<file path="config.mk">
export PLATFORM = sky130hd
export DESIGN_NAME = pzs_sequencer
export DESIGN_NICKNAME = d
export VERILOG_FILES = /design/src/pkg/pzs_pkg.sv /design/src/rtl/pzs_sequencer.sv
export SDC_FILE = /design/constraint.sdc
export NUM_CORES = 1
export LEC_CHECK = 0
export BUFFER_PORTS_ARGS = -buffer_cell sky130_fd_sc_hd__buf_2
export CORE_MARGIN = 2
export CORE_UTILIZATION = 53
export DETAILED_ROUTE_END_ITERATION = 10
export PLACE_DENSITY = 0.79
export RECOVER_POWER = 100
export SETUP_SLACK_MARGIN = 0.5
export SYNTH_ARGS = -nofsm -noshare
export SYNTH_HDL_FRONTEND = slang
export SYNTH_SLANG_ARGS = --single-unit
</file>
<file path="constraint.sdc">
create_clock -name clk -period 7.1 [get_ports clk]
set_clock_uncertainty 0.05 [all_clocks]
set_input_delay 1.775 -clock clk [delete_from_list [all_inputs] [get_ports clk]]
set_output_delay 1.775 -clock clk [all_outputs]
set_load 0.05 [all_outputs]
</file>
<file path="src/pkg/pzs_pkg.sv">
// Constants and carrier types for the phase zone sequencer.
// Assumes one 100 MHz clock, synchronous reset, and that analog front ends
// deliver digitised resistor, current and pin-state measurements.
// Operation
// - Hold 1.5 ms after enable before ramping
// - Power good low until ramp done, in regulation
// - Power good drops only on UVLO/OVP/OCP shutdown (code also drops it when enable goes low)
// - Ramp duration chosen from measured soft-start resistor
// - Ramp supply lockout only evaluated while enabled
// - Four phases default; high sense pin disables phase
// - Active phase outputs shown in phase status
// - Strap state and resistors sampled at power-up
// - Written configuration replaces strapped zone and thresholds
// - Power-saving changes ignored until output nominal
// - Select high keeps all active phases on
// - Middle level samples current every 10 us
// - Threshold disabled at 2 V, floating, or 0xff
// - Shedding inactive until output first reaches nominal
// - Low select: boot zone, then normal zone
// - Normal zone only after select leaves low, returns
// - Floating duty input tristates duty buffer
// - Duty buffer copies duty cycle unchanged
// - Higher zone number waits programmable delay
// - Step through enabled zones, hysteresis on shedding (code steps only upward; a lower target is taken directly)
package pzs_pkg;
  localparam int CLK_MHZ = 100;
  localparam int INIT_US_X10 = 15000;  // 1.5 ms in tenths of a microsecond
  localparam int INIT_CYC = INIT_US_X10 * CLK_MHZ / 10;
  localparam int SAMPLE_US = 10;
  localparam int SAMPLE_CYC = SAMPLE_US * CLK_MHZ;
  localparam int SHED_DELAY_US = 200;
  localparam logic [7:0] SHED_DELAY_STEPS = 8'h14;  // 200 us in 10 us steps
  localparam logic [7:0] HYST_DEFAULT = 8'h10;
  localparam logic [7:0] THR_OFF = 8'hff;
  localparam logic [7:0] THR_2V = 8'hff;  // Code that a 2 V drop reaches
  localparam int RAMP_UNIT_CYC = 1000;  // Ramp cycles per resistor code step
  localparam int NPH = 4;
  localparam logic [2:0] ZONE_DEFAULT = 3'h0;

  typedef enum logic [1:0] {
    PZS_SEL_LOW = 2'b00,
    PZS_SEL_MID = 2'b01,
    PZS_SEL_HIGH = 2'b10
  } pzs_sel_e;

  // Zone settings; thresholds index 0..3 = levels 1..4
  typedef struct packed {
    logic [2:0] normal_zone;
    logic [2:0] boot_zone;
    logic [3:0][7:0] thr;
  } pzs_cfg_s;

  typedef struct packed {
    logic uvlo;
    logic ovp;
    logic ocp;
  } pzs_fault_s;
endpackage : pzs_pkg

</file>
<file path="src/rtl/pzs_sequencer.sv">
// Soft start, power good, phase detection and power-zone sequencing.
// Assumes measurement inputs are steady while enable first rises and that
// the duty input arrives already resolved to level plus floating flag.
`timescale 1ns/1ps
module pzs_sequencer
  import pzs_pkg::*;
(
  // Clock and reset
  input wire logic clk,
  input wire logic rst,
  // Control
  input wire logic enable,
  input wire pzs_pkg::pzs_fault_s fault,
  input wire logic output_nominal,
  input wire logic ramp_supply_sense,
  // Power-up measurements
  input wire logic [7:0] ss_resistor_code,
  input wire logic [NPH-1:0] phase_sense_positive,
  input wire pzs_pkg::pzs_sel_e power_saving_select,
  input wire pzs_pkg::pzs_cfg_s fixed_zone_strap,
  // Software overrides
  input wire logic cfg_write,
  input wire pzs_pkg::pzs_cfg_s cfg_data,
  input wire logic [7:0] shed_delay_steps,
  input wire logic [7:0] hysteresis,
  // Load current
  input wire logic [7:0] total_current_monitor,
  // Duty buffer
  input wire logic voltage_duty_input,
  input wire logic duty_input_float,
  // Outputs
  output logic power_good_out,
  output logic ramp_active,
  output logic [NPH-1:0] pwm_enable,
  output logic [NPH-1:0] phase_status,
  output logic [2:0] power_zone,
  output logic duty_buffer_out,
  output logic duty_buffer_oe,
  output logic ramp_uvlo
);
  import pzs_pkg::*;

  typedef enum logic [1:0] {
    PZS_OFF = 2'b00,
    PZS_INIT = 2'b01,
    PZS_RAMP = 2'b10,
    PZS_RUN = 2'b11
  } pzs_state_e;

  pzs_state_e state_r;
  logic [23:0] tmr_r;
  logic [23:0] ramp_len_r;
  logic [NPH-1:0] present_r;
  pzs_cfg_s cfg_r;
  pzs_sel_e sel_r;
  logic nominal_seen_r;
  logic left_low_r;
  logic [2:0] zone_r;
  logic [2:0] zone_nxt;
  logic [2:0] target;
  logic [9:0] smp_r;
  logic [15:0] dly_r;
  logic any_fault;

  assign any_fault = fault.uvlo | fault.ovp | fault.ocp;

  // A threshold is unused when its code says 2 V, float, or 0xff
  function automatic logic thr_on(input logic [7:0] t);
    return (t != THR_OFF) && (t < THR_2V);
  endfunction : thr_on

  // Zone served by a threshold level; index 0 is the lowest threshold
  function automatic logic [2:0] lvl_zone(input int i);
    case (i)
      0: return 3'h4;
      1: return 3'h3;
      2: return 3'h2;
      default: return 3'h0;
    endcase
  endfunction : lvl_zone

  // Soft start sequence; a fault returns to off and drops power good
  always_ff @(posedge clk) begin
    if (rst || !enable || any_fault) begin
      state_r <= PZS_OFF;
      tmr_r <= 24'h0;
    end else begin
      unique case (state_r)
        PZS_OFF: begin
          state_r <= PZS_INIT;
          tmr_r <= 24'h0;
        end
        PZS_INIT: begin
          if (tmr_r == 24'(INIT_CYC - 1)) begin
            state_r <= PZS_RAMP;
            tmr_r <= 24'h0;
          end else begin
            tmr_r <= tmr_r + 24'h1;
          end
        end
        PZS_RAMP: begin
          if (tmr_r >= ramp_len_r) begin
            state_r <= PZS_RUN;
          end else begin
            tmr_r <= tmr_r + 24'h1;
          end
        end
        PZS_RUN: state_r <= PZS_RUN;
      endcase
    end
  end

  // Power-up straps; caught on the off-to-init step
  always_ff @(posedge clk) begin
    if (rst) begin
      ramp_len_r <= 24'h0;
      present_r <= {NPH{1'b1}};
    end else if (state_r == PZS_OFF && enable) begin
      ramp_len_r <= 24'(ss_resistor_code) * 24'(RAMP_UNIT_CYC);
      present_r <= ~phase_sense_positive;
    end
  end

  // Zone configuration: strap at power-up, software write afterwards
  always_ff @(posedge clk) begin
    if (rst) begin
      cfg_r <= '0;
    end else if (cfg_write) begin
      cfg_r <= cfg_data;
    end else if (state_r == PZS_OFF && enable) begin
      cfg_r <= fixed_zone_strap;
    end
  end

  // Select is frozen until the output first reaches nominal
  always_ff @(posedge clk) begin
    if (rst || state_r == PZS_OFF) begin
      sel_r <= PZS_SEL_HIGH;
      nominal_seen_r <= 1'b0;
      left_low_r <= 1'b0;
      if (!rst && enable) begin
        sel_r <= power_saving_select;
      end
    end else begin
      if (state_r == PZS_RUN && output_nominal) begin
        nominal_seen_r <= 1'b1;
      end
      if (nominal_seen_r) begin
        sel_r <= power_saving_select;
        if (power_saving_select != PZS_SEL_LOW) begin
          left_low_r <= 1'b1;
        end
      end
    end
  end

  // Target zone from current; upward moves need hysteresis margin
  always_comb begin
    target = 3'h0;
    for (int i = NPH - 1; i >= 0; i--) begin
      if (thr_on(cfg_r.thr[i])) begin
        if (zone_r < lvl_zone(i)) begin  // Moving up needs the margin
          if (total_current_monitor + hysteresis < {1'b0, cfg_r.thr[i]}) begin
            target = lvl_zone(i);
          end
        end else if (total_current_monitor < cfg_r.thr[i]) begin
          target = lvl_zone(i);
        end
      end
    end
  end

  // Next zone one enabled step up toward a higher target; a lower target is taken directly
  always_comb begin
    zone_nxt = zone_r;
    if (target < zone_r) begin
      zone_nxt = target;
    end else if (target > zone_r) begin
      zone_nxt = target;
      for (int i = 0; i < NPH; i++) begin
        if (thr_on(cfg_r.thr[i]) && lvl_zone(i) > zone_r &&
            lvl_zone(i) < zone_nxt) begin
          zone_nxt = lvl_zone(i);
        end
      end
    end
  end

  // Zone register; shedding only after nominal, decided once per 10 us
  // sample so a short current spike between samples cannot move the zone
  always_ff @(posedge clk) begin
    if (rst || state_r == PZS_OFF) begin
      zone_r <= ZONE_DEFAULT;
      smp_r <= 10'h0;
      dly_r <= 16'h0;
    end else begin
      smp_r <= (smp_r == 10'(SAMPLE_CYC - 1)) ? 10'h0 : smp_r + 10'h1;
      if (sel_r == PZS_SEL_HIGH) begin
        zone_r <= ZONE_DEFAULT;
        dly_r <= 16'h0;
      end else if (sel_r == PZS_SEL_LOW) begin
        zone_r <= left_low_r ? cfg_r.normal_zone : cfg_r.boot_zone;
      end else if (!nominal_seen_r) begin
        zone_r <= ZONE_DEFAULT;
      end else if (smp_r != 10'h0) begin
        dly_r <= dly_r;  // Hold between current samples
      end else if (zone_nxt < zone_r) begin
        zone_r <= zone_nxt;
        dly_r <= 16'h0;
      end else if (zone_nxt > zone_r) begin
        // Delay counted in samples, so one step is 10 us and the counter
        // never needs more than the eight bits of the step setting
        if (dly_r + 16'h1 >= 16'(shed_delay_steps)) begin
          zone_r <= zone_nxt;
          dly_r <= 16'h0;
        end else begin
          dly_r <= dly_r + 16'h1;
        end
      end else begin
        dly_r <= 16'h0;
      end
    end
  end

  // Phase enables from zone and presence
  always_ff @(posedge clk) begin
    if (rst) begin
      pwm_enable <= '0;
      phase_status <= '0;
    end else if (state_r == PZS_OFF) begin
      pwm_enable <= '0;
      phase_status <= present_r;
    end else begin
      phase_status <= present_r;
      unique case (zone_r)
        3'h0: pwm_enable <= present_r;
        3'h2: pwm_enable <= present_r & 4'b0101;
        default: pwm_enable <= present_r & 4'b0001;
      endcase
    end
  end

  // Outputs registered from state, zone, lockout sense and duty inputs
  always_ff @(posedge clk) begin
    if (rst) begin
      power_good_out <= 1'b0;
      ramp_active <= 1'b0;
      ramp_uvlo <= 1'b0;
      power_zone <= 3'h0;
      duty_buffer_out <= 1'b0;
      duty_buffer_oe <= 1'b0;
    end else begin
      // Latched once good: only a shutdown (off state) may clear it
      power_good_out <= (state_r == PZS_RUN) &&
                        (output_nominal || power_good_out);
      ramp_active <= (state_r == PZS_RAMP);
      ramp_uvlo <= enable && !ramp_supply_sense;
      power_zone <= zone_r;
      duty_buffer_out <= voltage_duty_input;
      duty_buffer_oe <= !duty_input_float;
    end
  end

  // Cycles spent in init, counted apart from the sequencer's own timer so
  // the check below does not simply mirror the logic it guards
  logic [23:0] init_seen_r;
  always_ff @(posedge clk) begin
    if (rst || state_r != PZS_INIT) begin
      init_seen_r <= 24'h0;
    end else begin
      init_seen_r <= init_seen_r + 24'h1;
    end
  end

  // Once good, power good holds until a shutdown, even if regulation dips
  chk_pg_hold: assert property (@(posedge clk) disable iff (rst)
    power_good_out && state_r == PZS_RUN && enable && !any_fault
    |=> power_good_out) else $error("power good dropped");
  chk_init_wait: assert property (@(posedge clk) disable iff (rst)
    $rose(state_r == PZS_RAMP) |-> init_seen_r == 24'(INIT_CYC))
    else $error("init interval wrong");
  chk_pg_low_ss: assert property (@(posedge clk) disable iff (rst)
    state_r == PZS_RAMP |=> !power_good_out)
    else $error("power good during ramp");
  chk_uvlo_off: assert property (@(posedge clk) disable iff (rst)
    !enable |=> !ramp_uvlo) else $error("uvlo while disabled");
  chk_pwm_present: assert property (@(posedge clk) disable iff (rst)
    (pwm_enable & ~present_r) == '0) else $error("absent phase on");
  chk_status_copy: assert property (@(posedge clk) disable iff (rst)
    state_r != PZS_OFF |=> phase_status == $past(present_r))
    else $error("phase status stale");
  chk_cfg_write: assert property (@(posedge clk) disable iff (rst)
    cfg_write |=> cfg_r == $past(cfg_data)) else $error("write not taken");

  // Zone selection and duty buffer guards
  chk_high_all: assert property (@(posedge clk) disable iff (rst)
    sel_r == PZS_SEL_HIGH && state_r != PZS_OFF |=> zone_r == 3'h0)
    else $error("high select shed");
  chk_zone_hold: assert property (@(posedge clk) disable iff (rst)
    sel_r == PZS_SEL_MID && nominal_seen_r && state_r != PZS_OFF &&
    smp_r != 10'h0 |=> $stable(zone_r)) else $error("zone moved off sample");
  chk_no_shed: assert property (@(posedge clk) disable iff (rst)
    sel_r == PZS_SEL_MID && !nominal_seen_r |=> zone_r == 3'h0)
    else $error("early shedding");
  chk_duty_oe: assert property (@(posedge clk) disable iff (rst)
    duty_input_float |=> !duty_buffer_oe) else $error("buffer driven");
endmodule : pzs_sequencer
</file>
==> key figures <==
Outcome
  – Outcome: finished, violations left
  – Violated checks: max-capacitance violations, max-slew violations

Synth
  – Synth Cell Area: 8920 um^2
  – Synth Net Count: 1365
  – Adder-cell area share of the yosys netlist: 23.0%
  – Avg Cell Area, Syn: 8.18 um^2
  – Number of library cell types mapped by synthesis: 71
  – Post-synth EDFFs: 2
  – Largest family of logic cells by synthesized area: adder cells
  – Warnings from Yosys: 0
  – Simple-gate share of the synthesized area: 21.3%
  – Main synth FF type: dfxtp_1
  – Xor/xnor cell area share of the yosys netlist: 4.52%
  – Proportion of synthesized area in mux cells: 1.16%
  – Compound-Gate Fraction of Synth Area: 16.7%
  – #FFs+latches synth: 124
  – Ys async rst share: 0%
  – Post-synthesis cell count: 1090
  – Sequential area share after synthesis: 28.1%

Floorplan
  – Initial Utilization: 54.0%
  – I/O pins: 141
  – Die area: 17900 um^2
  – Floorplan core area: 16500 um^2
  – Die W: 134 um
  – Row count: 47
  – Die height: 134 um

Final layout
  – Commonest non-fill, non-tap cell in the layout: dfxtp_1
  – Area grow syn2layout: 23.4%
  – Filler Cell Count: 1319
  – Post-layout util: 66.6%
  – Commonest cells after routing, fill and taps aside: dfxtp_1, nand2_1, ha_1, nor2_1, a21oi_1
  – Sequential Area: 2500 um^2
  – Share of cells above drive strength 1: 20.8%
  – Nets: 1523
  – Area of the multi-input gates: 6250 um^2

Routing
  – Vias: 8294
  – Total detailed-routing wirelength: 22500 um
  – Routed Antenna Nets: 0
  – Routed len/inst: 15.2 um
  – TritonRoute pass-1 iters: 5
  – Vias/cell: 5.60
  – DR iter-0 viols: 576
  – # DRC: 0

Power and ir drop
  – Pwr Density: 262 nW/um^2
  – Tot Pwr: 0.00289 W
  – Clock power share: 31.5%
  – Switch Pwr: 0.00101 W
  – Gate power share: 42.1%
  – Internal power: 0.00188 W
  – Reg power frac: 26.4%
  – LEAKAGE: 4.73 nW
  – Worst IR drop on VDD: 0.187 mV
  – Sw frac: 34.9%

Timing
  – Worst slew margin: -97.5%
  – Min Tclk post-route: 7040 ps
  – Worst-Margin Slew: 2960 ps
  – Setup violators final: 0
  – Achievable Freq: 142 MHz
  – RSZ-0062 raised after global routing: yes
  – Final period utilization: 99.2%
  – Final Slew Violations: 66
  – Final hold vios: 0

Critical path
  – Critical path type: in2reg
  – Critical path launch point: hysteresis[1]
  – Data arrival, critical path: 7300 ps
  – Reg2Reg Depth: 24
  – CP required: 7360 ps
  – Worst setup endpoint: zone_r[1]
  – CP max stage delay: 370 ps
  – Worst reg2reg endpoint: zone_r[1]
  – FF-to-FF Start: cfg_r[14]
  – Startpoint types: input port
  – Reg-to-reg slack, setup: 1630 ps
  – Slowest library cell on the worst path: o31a_1
  – CP max FO: 5
  – Most frequent CP cell: a21oi_2
  – CP Capture Type: register

GRT
  – Largest net degree at the start of global routing: 66
  – Vias in the first global route: 7975
  – Initial antenna violation count: 1
  – GR Util All Layers: 24.7%
  – Overflow after GRT: 0
  – First-pass GRT wire length: 36100 um

Clock tree
  – Clk slew on worst S/H paths: 60 ps
  – CTS root buffer: clkbuf_16
  – CTS tree: built
  – Longest Clk Path Bufs: 2
  – Worst-Skew Late Latency: 430 ps
  – Clk sinks: 124
  – TritonCTS Buffers: 17
  – CTS H-Tree Depth: 4
  – Post-CTS Hold Fix Bufs: 0

Placement
  – Routability cong.: 0.883
  – Final HPWL DP: 16200 um
  – Port Buf Inserts: 124

Run
  – Max-Cap Viols: 1

Worst hold path
  – Worst min path class: reg2reg
## critical path, delay by kind of cell
family	cells	cell delay, ps
adder cells (fa/ha/maj)	4	1080
buffers and inverters	4	410
AO/OA/AOI/OAI	18	3140
AND/OR/NAND/NOR	5	770
XOR/XNOR	1	120
## sequential cells by signal (all words and copies together) (netlist names), 2 cells and up
signal and cells:
zone_r 3, cfg_r 30, pwm_enable 4, sel_r 2, state_r 2, phase_status 4
ramp_len_r 15, dly_r 16, tmr_r 24, present_r 4, smp_r 10, power_zone 3
## logic make-up after synthesis
kind of cell / after synthesis
AOI/OAI and AO/OA: 236
and+or+nand+nor: 398
DFF: 124
adders and majority gates: 150
xor gates and xnor gates: 46
muxes: 10
buffers and inverters: 126
## per-layer routing
metal	track usage, %	vias to the layer above	part of all wire [%]
met5	0	-	0
met1	28.9	3910	43
met4	9.34	0	2.3
met3	4.00	55	4.0
li1	-	4110	-
met2	44.9	219	51
## area by class of cell
| type | count | share of cell area [%] |
|---|---|---|
| sequential | 124 | 22.7 |
| clock inverter | 14 | 1.68 |
| multi-input combinational | 840 | 56.8 |
| timing repair buffer | 174 | 9.23 |
| clock buffer | 18 | 3.90 |
| antenna | 1 | 0.0227 |
| tap | 220 | 2.50 |
| inverter | 91 | 3.10 |
## synthesized netlist by cell type (3+ instances only)
cell type  instances  area, um^2
o21ai_0           36         180
a211oi_1          11        82.6
xnor2_1           28         245
o21ai_1            4        20.0
mux2i_1            7        70.1
dfxtp_1          122        2440
a21o_1            16         120
nand3_1           44         220
nor2_1           113         424
nand4_1           23         144
and2_1            14        87.6
o211ai_1           4        30.0
xor2_1            18         158
fa_1              23         460
inv_1             91         342
ha_1             127        1590
o21bai_1           6        45.0
nor2b_1           13        81.3
and4_1             3        26.3
nor4b_1            4        35.0
a2111oi_0          3        26.3
buf_1              3        11.3
nand2_1          117         439
or3_1             11        68.8
o31a_1             3        26.3
and3_1            15        93.8
a21oi_1          115         576
clkbuf_1          30         113
nand2b_1           6        37.5
o31ai_1            9        67.6
mux2_2             3        33.8
a211o_1            5        43.8
nor4_1             5        31.3
nor3_1             9        45.0
or2_2              6        37.5
## through the flow
step | cells | instance area (um^2) | hold slack [ps] | setup slack, ps | TNS [ps]
after floorplan | 1090 | 8950 | 376 | 166 | 0
after global placement | 1431 | 9960 | 389 | -238 | -1970
after detailed placement | 1431 | 9960 | 397 | -384 | -3320
after CTS | 1477 | 10800 | 404 | 181 | 0
after global routing | 1482 | 11000 | 423 | -126 | -594
final | 1482 | 11000 | 402 | 60.1 | 0
## how the worst min path moves through the flow
stage / start / endpoint / slack (ps) / cells past startpoint
6_report: ramp_len_r[17] / ramp_len_r[17] / 400 / 2
5_1_grt: ramp_len_r[4] / ramp_len_r[4] / 420 / 2
4_1_cts: ramp_len_r[17] / ramp_len_r[17] / 400 / 2
3_5_place_dp: ramp_len_r[16] / ramp_len_r[16] / 400 / 2
3_3_place_gp: ramp_len_r[15] / ramp_len_r[15] / 390 / 2
2_1_floorplan: smp_r[0] / smp_r[0] / 380 / 1
## power by group through the flow
stage | combinational, W | sequential, W | clock [W]
global placement | 0.000959 | 0.000774 | 0
global route | 0.00134 | 0.000766 | 0.000954
finish | 0.00122 | 0.000762 | 0.000909
floorplan | 0.000709 | 0.000778 | 0
detailed placement | 0.000995 | 0.000776 | 0
CTS | 0.00109 | 0.000761 | 0.000914
## timing repair
| item | CTS | global route |
|---|---|---|
| pin swaps | 45 | 40 |
| setup endpoints to repair | 11 | 11 |
| buffers inserted | 14 | 4 |
| gates resized for setup | 32 | 34 |
| hold endpoints to repair | 0 | 0 |
Power figures use the tool's default switching activity.
